**src/include/epm_map.svh**
```systemverilog
// offsets, field positions and reset values of the eight-bit port block
`ifndef EPM_MAP_SVH
`define EPM_MAP_SVH
// ************************************************************
// register indices, byte address is four times the index
// ************************************************************
`define EPM_DIR_IDX 20'hEE005
`define EPM_DATA_IDX 20'hFFFD5
`define EPM_CTRL_IDX 20'hEE00F
`define EPM_DIR_ADDR 32'h003B8014
`define EPM_DATA_ADDR 32'h003FFF54
`define EPM_CTRL_ADDR 32'h003B803C
// ************************************************************
// reset values and fields
// ************************************************************
`define EPM_DIR_RST 8'h80
`define EPM_DATA_RST 8'h80
`define EPM_CTRL_RST 3'h0
`define EPM_DIR_READ 8'hFF
`define EPM_CTRL_STOP_BIT 0
`define EPM_CTRL_BRLS_BIT 1
`define EPM_CTRL_STALL_BIT 2
`define EPM_PIN_CLK 7
`define EPM_PIN_GRANT 2
`define EPM_PIN_BUS_REQUEST_IN 1
`define EPM_PIN_STALL 0
`define EPM_MODE_EXP_LO 3'h1
`define EPM_MODE_EXP_HI 3'h5
`endif

```
**src/include/epm_pkg.sv**
```systemverilog
// types shared by the eight-bit port block
package epm_pkg;
  // strobes from the bus controller, all active low
  typedef struct packed {
    logic lwr_n;
    logic hwr_n;
    logic rd_n;
    logic as_n;
    logic back_n;
  } epm_strobe_t;
  // requests from pins towards the bus controller, active low
  typedef struct packed {
    logic bus_request_in_n;
    logic wait_n;
  } epm_bus_req_t;
  // control bits held by the block
  typedef struct packed {
    logic stall_pin_enable;
    logic bus_release_enable;
    logic clock_pin_stop;
  } epm_ctrl_t;
  typedef enum logic [1:0] {
    EPM_IDLE = 2'b01,
    EPM_ACCESS = 2'b10
  } epm_state_t;
endpackage : epm_pkg

```
**src/rtl/epm_port.sv**
```systemverilog
// eight-bit port with bus-strobe, bus-release, wait and clock pin sharing
//
// Decided for this implementation: the APB interface to the registers.
`timescale 1ns/10ps
`include "epm_map.svh"

module epm_port
  import epm_pkg::*;
#(
  parameter int WIDTH = 8
) (
  input wire logic pclk,
  input wire logic presetn,
  input wire logic psel,
  input wire logic penable,
  input wire logic pwrite,
  input wire logic [31:0] paddr,
  input wire logic [31:0] pwdata,
  input wire logic [3:0] pstrb,
  output logic [31:0] prdata,
  output logic pready,
  output logic pslverr,
  input wire logic [2:0] mode,
  input wire logic hw_standby,
  input wire logic sys_clk_level,
  input wire epm_strobe_t strobe,
  output epm_bus_req_t bus_req,
  input wire logic [WIDTH-1:0] pin_i,
  output logic [WIDTH-1:0] pin_o,
  output logic [WIDTH-1:0] pin_oe
);

  // ************************************************************
  // registers and decode
  // ************************************************************
  logic [WIDTH-1:0] dir_q;
  logic [WIDTH-1:0] data_q;
  epm_ctrl_t ctrl_q;
  epm_state_t state_q;
  logic [31:0] prdata_q;
  logic err_q;
  logic hit_dir;
  logic hit_data;
  logic hit_ctrl;
  logic setup;
  logic wr_go;
  logic expanded;
  logic [WIDTH-1:0] data_rd;

  assign hit_dir = (paddr == `EPM_DIR_ADDR);
  assign hit_data = (paddr == `EPM_DATA_ADDR);
  assign hit_ctrl = (paddr == `EPM_CTRL_ADDR);
  assign setup = psel && !penable;
  assign wr_go = psel && penable && pwrite && pstrb[0];
  // static mode strap, modes 1 to 5 are expanded
  assign expanded = (mode >= `EPM_MODE_EXP_LO) &&
                    (mode <= `EPM_MODE_EXP_HI);

  // ************************************************************
  // apb phase tracking
  // ************************************************************
  always_ff @(posedge pclk or negedge presetn) begin
    if (!presetn) begin
      state_q <= EPM_IDLE;
    end else begin
      case (state_q)
        EPM_IDLE: begin
          if (setup) begin
            state_q <= EPM_ACCESS;
          end
        end
        EPM_ACCESS: begin
          state_q <= setup ? EPM_ACCESS : EPM_IDLE;
        end
        default: begin
          state_q <= EPM_IDLE;
        end
      endcase
    end
  end

  assign pready = 1'b1;
  assign pslverr = psel && penable && err_q;
  assign prdata = prdata_q;

  // ************************************************************
  // direction register
  // ************************************************************
  always_ff @(posedge pclk or negedge presetn) begin
    if (!presetn) begin
      dir_q <= `EPM_DIR_RST;
    end else if (hw_standby) begin
      dir_q <= `EPM_DIR_RST;
    end else if (wr_go && hit_dir && !err_q) begin
      // bit 7 stays one
      dir_q <= {1'b1, pwdata[WIDTH-2:0]};
    end
  end

  // ************************************************************
  // data register, bit 7 never written
  // ************************************************************
  always_ff @(posedge pclk or negedge presetn) begin
    if (!presetn) begin
      data_q <= `EPM_DATA_RST;
    end else if (hw_standby) begin
      data_q <= `EPM_DATA_RST;
    end else if (wr_go && hit_data && !err_q) begin
      data_q <= {1'b1, pwdata[WIDTH-2:0]};
    end
  end

  // ************************************************************
  // control bits: clock stop, bus release, wait enable
  // ************************************************************
  always_ff @(posedge pclk or negedge presetn) begin
    if (!presetn) begin
      ctrl_q <= `EPM_CTRL_RST;
    end else if (hw_standby) begin
      ctrl_q <= `EPM_CTRL_RST;
    end else if (wr_go && hit_ctrl && !err_q) begin
      ctrl_q <= pwdata[2:0];
    end
  end

  // ************************************************************
  // read data, captured in the setup cycle
  // ************************************************************
  always_comb begin
    for (int i = 0; i < WIDTH - 1; i++) begin
      data_rd[i] = dir_q[i] ? data_q[i] : pin_i[i];
    end
    data_rd[WIDTH-1] = ctrl_q.clock_pin_stop ?
                       pin_i[WIDTH-1] : 1'b1;
  end

  always_ff @(posedge pclk or negedge presetn) begin
    if (!presetn) begin
      prdata_q <= 32'h00000000;
      err_q <= 1'b0;
    end else if (setup) begin
      err_q <= !(hit_dir || hit_data || hit_ctrl);
      if (pwrite) begin
        prdata_q <= 32'h00000000;
      end else if (hit_dir) begin
        prdata_q <= {24'h000000, `EPM_DIR_READ};
      end else if (hit_data) begin
        prdata_q <= {24'h000000, data_rd};
      end else if (hit_ctrl) begin
        prdata_q <= {29'h0, ctrl_q};
      end else begin
        prdata_q <= 32'h00000000;
      end
    end
  end

  // ************************************************************
  // pin function select
  // ************************************************************
  always_comb begin
    // default: ports, software standby changes nothing here
    pin_o = data_q;
    pin_oe = dir_q;
    // pin 7 clock or input in every mode
    pin_o[`EPM_PIN_CLK] = sys_clk_level;
    pin_oe[`EPM_PIN_CLK] = !ctrl_q.clock_pin_stop;
    bus_req.bus_request_in_n = 1'b1;
    bus_req.wait_n = 1'b1;
    if (expanded) begin
      pin_o[6:3] = {strobe.lwr_n, strobe.hwr_n,
                    strobe.rd_n, strobe.as_n};
      pin_oe[6:3] = 4'hF;
      // pins 2 to 0 stay ports unless taken over
      if (ctrl_q.bus_release_enable) begin
        pin_o[`EPM_PIN_GRANT] = strobe.back_n;
        pin_oe[`EPM_PIN_GRANT] = 1'b1;
        pin_oe[`EPM_PIN_BUS_REQUEST_IN] = 1'b0;
        bus_req.bus_request_in_n = pin_i[`EPM_PIN_BUS_REQUEST_IN];
      end
      if (ctrl_q.stall_pin_enable) begin
        pin_oe[`EPM_PIN_STALL] = 1'b0;
        bus_req.wait_n = pin_i[`EPM_PIN_STALL];
      end
    end
  end

  // ************************************************************
  // assertions
  // ************************************************************
  a_dir_reserved: assert property (@(posedge pclk) disable iff (!presetn)
    dir_q[WIDTH-1] == 1'b1)
    else $error("direction bit 7 not one");

  a_clk_pin_drive: assert property (@(posedge pclk) disable iff (!presetn)
    !ctrl_q.clock_pin_stop |-> pin_oe[7] && pin_o[7] == sys_clk_level)
    else $error("pin 7 not driving clock");

  a_strobe_pins: assert property (@(posedge pclk) disable iff (!presetn)
    expanded |-> pin_oe[6:3] == 4'hF &&
    pin_o[6:3] == {strobe.lwr_n, strobe.hwr_n, strobe.rd_n, strobe.as_n})
    else $error("strobe pins not driven");

  a_single_port: assert property (@(posedge pclk) disable iff (!presetn)
    !expanded |-> pin_oe[6:0] == dir_q[6:0] && pin_o[6:0] == data_q[6:0])
    else $error("single-chip port mismatch");

  a_dir_read_ones: assert property (@(posedge pclk) disable iff (!presetn)
    setup && !pwrite && hit_dir |=> prdata == 32'h000000FF)
    else $error("direction read not all ones");

  a_hw_standby: assert property (@(posedge pclk) disable iff (!presetn)
    hw_standby |=> dir_q == 8'h80 && data_q == 8'h80)
    else $error("standby did not reset");

  a_data_write: assert property (@(posedge pclk) disable iff (!presetn)
    wr_go && hit_data && !err_q && !hw_standby
    |=> data_q == {1'b1, $past(pwdata[6:0])})
    else $error("data write lost");

  a_data_read: assert property (@(posedge pclk) disable iff (!presetn)
    setup && !pwrite && hit_data && !dir_q[0] |=> prdata[0] == $past(pin_i[0]))
    else $error("data read not pin level");

  a_grant_pin: assert property (@(posedge pclk) disable iff (!presetn)
    expanded && ctrl_q.bus_release_enable
    |-> pin_oe[2] && !pin_oe[1] && bus_req.bus_request_in_n == pin_i[1])
    else $error("bus release pins wrong");

  a_wait_pin: assert property (@(posedge pclk) disable iff (!presetn)
    expanded && ctrl_q.stall_pin_enable |-> !pin_oe[0])
    else $error("wait pin driven");

  a_dir_write: assert property (@(posedge pclk) disable iff (!presetn)
    wr_go && hit_dir && !err_q && !hw_standby
    |=> dir_q == {1'b1, $past(pwdata[6:0])})
    else $error("direction write lost");

  a_pin7_input: assert property (@(posedge pclk) disable iff (!presetn)
    ctrl_q.clock_pin_stop |-> !pin_oe[7])
    else $error("pin 7 driven while clock stopped");

  a_ctrl_standby: assert property (@(posedge pclk) disable iff (!presetn)
    hw_standby |=> ctrl_q == `EPM_CTRL_RST)
    else $error("standby did not clear control bits");

  a_port_low_pins: assert property (@(posedge pclk) disable iff (!presetn)
    expanded && !ctrl_q.bus_release_enable
    |-> pin_oe[2:1] == dir_q[2:1] && pin_o[2:1] == data_q[2:1])
    else $error("expanded port pins wrong");

  a_wait_port: assert property (@(posedge pclk) disable iff (!presetn)
    expanded && !ctrl_q.stall_pin_enable
    |-> pin_oe[0] == dir_q[0] && bus_req.wait_n)
    else $error("wait pin not a port");

  a_bus_request_in_idle: assert property (@(posedge pclk) disable iff (!presetn)
    !(expanded && ctrl_q.bus_release_enable) |-> bus_req.bus_request_in_n)
    else $error("bus request seen while not released");

  a_data_bit7_read: assert property (@(posedge pclk) disable iff (!presetn)
    setup && !pwrite && hit_data
    |=> prdata[7] == ($past(ctrl_q.clock_pin_stop) ?
                      $past(pin_i[7]) : 1'b1))
    else $error("data bit 7 read wrong");

  a_data_read_reg: assert property (@(posedge pclk) disable iff (!presetn)
    setup && !pwrite && hit_data && dir_q[1]
    |=> prdata[1] == $past(data_q[1]))
    else $error("data read not stored bit");

  a_no_stray_write: assert property (@(posedge pclk) disable iff (!presetn)
    pslverr && !hw_standby
    |=> $stable(dir_q) && $stable(data_q) && $stable(ctrl_q))
    else $error("refused access changed a register");

  a_err_in_access: assert property (@(posedge pclk) disable iff (!presetn)
    pslverr |-> state_q == EPM_ACCESS)
    else $error("error flag outside access phase");

  c_dir_write: cover property (@(posedge pclk) disable iff (!presetn)
    wr_go && hit_dir);
  c_release: cover property (@(posedge pclk) disable iff (!presetn)
    expanded && ctrl_q.bus_release_enable && !bus_req.bus_request_in_n);
  c_unmapped: cover property (@(posedge pclk) disable iff (!presetn)
    pslverr);
  c_clk_stop: cover property (@(posedge pclk) disable iff (!presetn)
    ctrl_q.clock_pin_stop && setup && hit_data);
  c_wait_pin: cover property (@(posedge pclk) disable iff (!presetn)
    expanded && ctrl_q.stall_pin_enable && !bus_req.wait_n);

endmodule : epm_port

```
**config.mk**
```make
export PLATFORM = sky130hd
export DESIGN_NAME = epm_port
export DESIGN_NICKNAME = d
export VERILOG_FILES = /design/src/include/epm_pkg.sv /design/src/rtl/epm_port.sv
export VERILOG_INCLUDE_DIRS = /design/src /design/src/include
export SDC_FILE = /design/constraint.sdc
export NUM_CORES = 1
export LEC_CHECK = 0
export BUFFER_PORTS_ARGS = -buffer_cell sky130_fd_sc_hd__buf_2
export CAP_MARGIN = 20
export CELL_PAD_IN_SITES_DETAIL_PLACEMENT = 0
export CELL_PAD_IN_SITES_GLOBAL_PLACEMENT = 1
export CORE_UTILIZATION = 26
export CTS_BUF_LIST = sky130_fd_sc_hd__clkbuf_8
export CTS_CLUSTER_SIZE = 28
export DETAILED_ROUTE_END_ITERATION = 16
export PLACE_DENSITY_LB_ADDON = 0.1
export SLEW_MARGIN = 25
export SYNTH_ARGS = -nofsm -noshare
export SYNTH_HDL_FRONTEND = slang
export SYNTH_SLANG_ARGS = --single-unit
```
**constraint.sdc**
```tcl
create_clock -name pclk -period 1.7 [get_ports pclk]
set_input_delay 0.17 -clock pclk [delete_from_list [all_inputs] [get_ports pclk]]
set_output_delay 0.17 -clock pclk [all_outputs]
set_load 0.005 [all_outputs]
```
==> results by group <==
STA
  • Post-layout min period: ~1.6 ns
  • Slew HR: 0.591
  • Final Cycle Share: 0.918
  • RSZ-0062 raised after global routing: false
  • Final WS setup: 0.139 ns
  • Worst hold slack: 0.172 ns
  • Tightest Pin Transition: around 0.61 ns
  • FMAX: around 640 MHz
  • Worst Clk Skew: approximately 0.0047 ns
  • Final setup fails: 0
  • Hold Vio Cnt, Final: 0
  • Max Transition Viols Final: 0

Synthesis
  • Synth top cells by count: 28 x buf_4, 27 x nand2b_1, 26 x dfrtp_1
  • Sequential area share after synthesis: 0.354
  • Top-area cell type share of the netlist area: 0.354
  • Top_reg_cell synth: dfrtp_1
  • Cell with the most instances after synthesis: buf_4
  • Yosys top cell by area: dfrtp_1
  • Ys Warns: 0
  • Synth unique cells: 35
  • Post-synth ARST share: 1.00
  • Syn Std Cell Area: 0.00184 mm^2
  • Synth top area cells: dfrtp_1 35%, buf_4 11%, mux2i_1 9.3%, nand2b_1 9.2%, mux2_2 7.4%
  • Syn Area/Cell: about 10 um^2
  • Syn Inst Count: 179
  • Post-synth EDFFs: 0
  • Yosys reg bits: 26

Global routing
  • GRT Util Overall: 0.126
  • GR Overflow Total: 0
  • Initial antenna violation count: 0
  • Largest net degree at the start of global routing: 27
  • Vias in the first global route: 1,468
  • First-pass GRT wire length: 7.30 mm

Setup path
  • Worst Setup End Kind: flip-flop
  • Slowest cell on crit path: or4_1
  • Worst Reg-to-Reg Cells: 5
  • Worst reg2reg path endpoint: data_q[5]
  • Critical Path RT: ~1.9 ns
  • CP delay by family, top: simple AND/OR/NAND/NOR gates
  • Worst EP arrival: around 1.7 ns
  • CP peak stage delay: 0.54 ns
  • Crit path buf inv count: 1
  • R2R Setup Slk: between 0.1 and 0.15 ns
  • Worst-path maximum fanout: 7
  • Critical Path Source Type: flip-flop
  • Setup CP Type: flip-flop to flip-flop
  • RR Startpoint: err_q
  • CP Cell Sequence: nor2b_1 > nand4_1 > or4_1 > buf_6 > mux2i_1

Flow run
  • Max cap viols: 0

Clocking
  • Clock sink count: 26
  • H-tree lvl count: 1
  • CTS Root Cell: clkbuf_8
  • Clock-pin slew on the worst setup and hold paths: around 0.1 ns
  • Setup Fix Bufs, Post-CTS: 0
  • Max Root-Sink Buffers: 2
  • CTS Buf Count: 3
  • CTS tree: done
  • Worst skew pair latency: between 0.2 and 0.3 ns

Cells and area
  • Final net count: between 300 and 400
  • Area growth from synthesis to layout: 34.8%
  • Fillers: approximately 730
  • Antenna diodes: 0
  • Post-layout util: 0.364
  • Layout cells sized above 1: 0.477
  • Layout Cells excl Fill: roughly 380

Floorplan
  • Chip Width: 86.0 um
  • CORE AREA: about 0.0068 mm^2
  • Initial Utilization: 0.270
  • Core Rows: 30
  • Chip height: around 86 um
  • IO Count: about 140
  • Die area: approximately 0.0074 mm^2

Routing
  • DRC viols: 0
  • Number of vias per cell: between 4 and 5
  • Routed WL: around 4.7 mm
  • Routed vias: approximately 1,600
  • WL/cell: roughly 13 um
  • DRT antenna net count: 0
  • TritonRoute pass-1 iters: 4
  • Iter 0 DRT Violations: between 50 and 60

Placement
  • Buffers on Ports: between 80 and 90
  • Detailed Place HPWL: roughly 3.8 mm
  • Setup WS pre-CTS: -0.167 ns
  • Routability cong.: 0.761
  • Placed cells: ~370

Min path
  • Min-Delay Endpoint: dir_q[4]
  • Hold path depth: 3
  • Hold_sp: pwdata[4]
  • Hold crit path type: input port to flip-flop

Power and ir drop
  • Pwr dens: about 540 mW/mm^2
  • Tot Pwr: 0.00134 W
  • Pleak: 1.28 nW
  • Peak supply drop: approximately 270 uV

Outcome
  • Status: completed
layout by cell type, fill, tap and decap left out, drive strengths merged:
master,count
nor4,5
a21oi,1
conb,25
nor2,1
and4b,1
nand2,6
mux2i,17
or3,1
a21boi,1
and2,1
mux2,12
a221o,8
nand4,4
nand3,3
o31ai,3
nor3,5
nor4bb,1
a2111oi,1
or2,5
nor4b,3
and3,1
bufinv,1
dlygate4sd3,1
clkbuf,3
dfrtp,26
inv,1
nor2b,3
nand3b,1
buf,109
or4,2
nand2b,27
nor3b,2
registers in the layout (all words and copies together) (netlist names):
name and count:
data_q 7, ctrl_q 3, dir_q 7, prdata 8, err_q 1
power breakdown:
part	internal [W]	total [W]	switching (W)
Clock	0.000315	0.000525	0.000210
Sequential	0.000618	0.000618	0.0000000000211
Combinational	0.000106	0.000201	0.0000949
how the worst max path moves through the flow:
| stage | cells after the start | endpoint | slack, ns | startpoint |
|---|---|---|---|---|
| 2_1_floorplan | 5 | data_q[0] | 0.12 | err_q |
| 3_3_place_gp | 7 | dir_q[3] | -0.19 | paddr[25] |
| 3_5_place_dp | 6 | data_q[6] | -0.17 | paddr[25] |
| 4_1_cts | 5 | data_q[5] | 0.06 | err_q |
| 5_1_grt | 7 | dir_q[6] | 0.04 | paddr[25] |
| 6_report | 5 | data_q[5] | 0.14 | err_q |
layer usage:
layer,track usage,vias up,part of all wire,wire (um)
li1,-,791,-,-
met1,0.170,739,0.45,2150
met2,0.211,46,0.50,2360
met3,0.0164,2,0.040,190
met4,0.0364,0,0.0053,25
met5,0,-,0,0
metrics by stage:
| stage | cell area (um^2) | TNS (ns) |
|---|---|---|
| finish | 2470 | 0 |
| global route | 2470 | 0 |
| CTS | 2470 | 0 |
| detailed placement | 2390 | -2.62 |
| global placement | 2390 | -3.23 |
| floorplan | 1920 | 0 |
layout make-up:
| cell class | instances | area (um^2) | area share |
|---|---|---|---|
| flip-flops and latches | 26 | 651 | 0.263 |
| inverters | 1 | 3.75 | 0.00152 |
| repair buffers | 110 | 614 | 0.248 |
| well taps | 96 | 120 | 0.0485 |
| clock inverters | 1 | 30.0 | 0.0121 |
| multi-input cells | 140 | 1010 | 0.410 |
| clock buffers | 3 | 41.3 | 0.0167 |
repair_timing:
| action | 4_1_cts | 5_1_grt |
|---|---|---|
| hold endpoints to repair | 26 | 0 |
| hold buffers | 1 | 0 |
| gates resized for setup | 0 | 1 |
| setup endpoints to repair | 0 | 3 |
cells by family (layout without fill, tap and decap cells):
group           Yosys count  after routing  synth area share
other cells               2             25           0.00409
buf+inv                  36            115             0.140
flops                    26             26             0.354
simple gates             72             72             0.268
mux                      29             29             0.166
compound gates           14             14            0.0675
worst reg2reg max path: stages, from the launching register on:
cell	delay, ns
dfrtp_1	0.39
nor2b_1	0.11
nand4_1	0.13
or4_1	0.54
buf_6	0.17
mux2i_1	0.12
(Power assumes the default switching activity.)
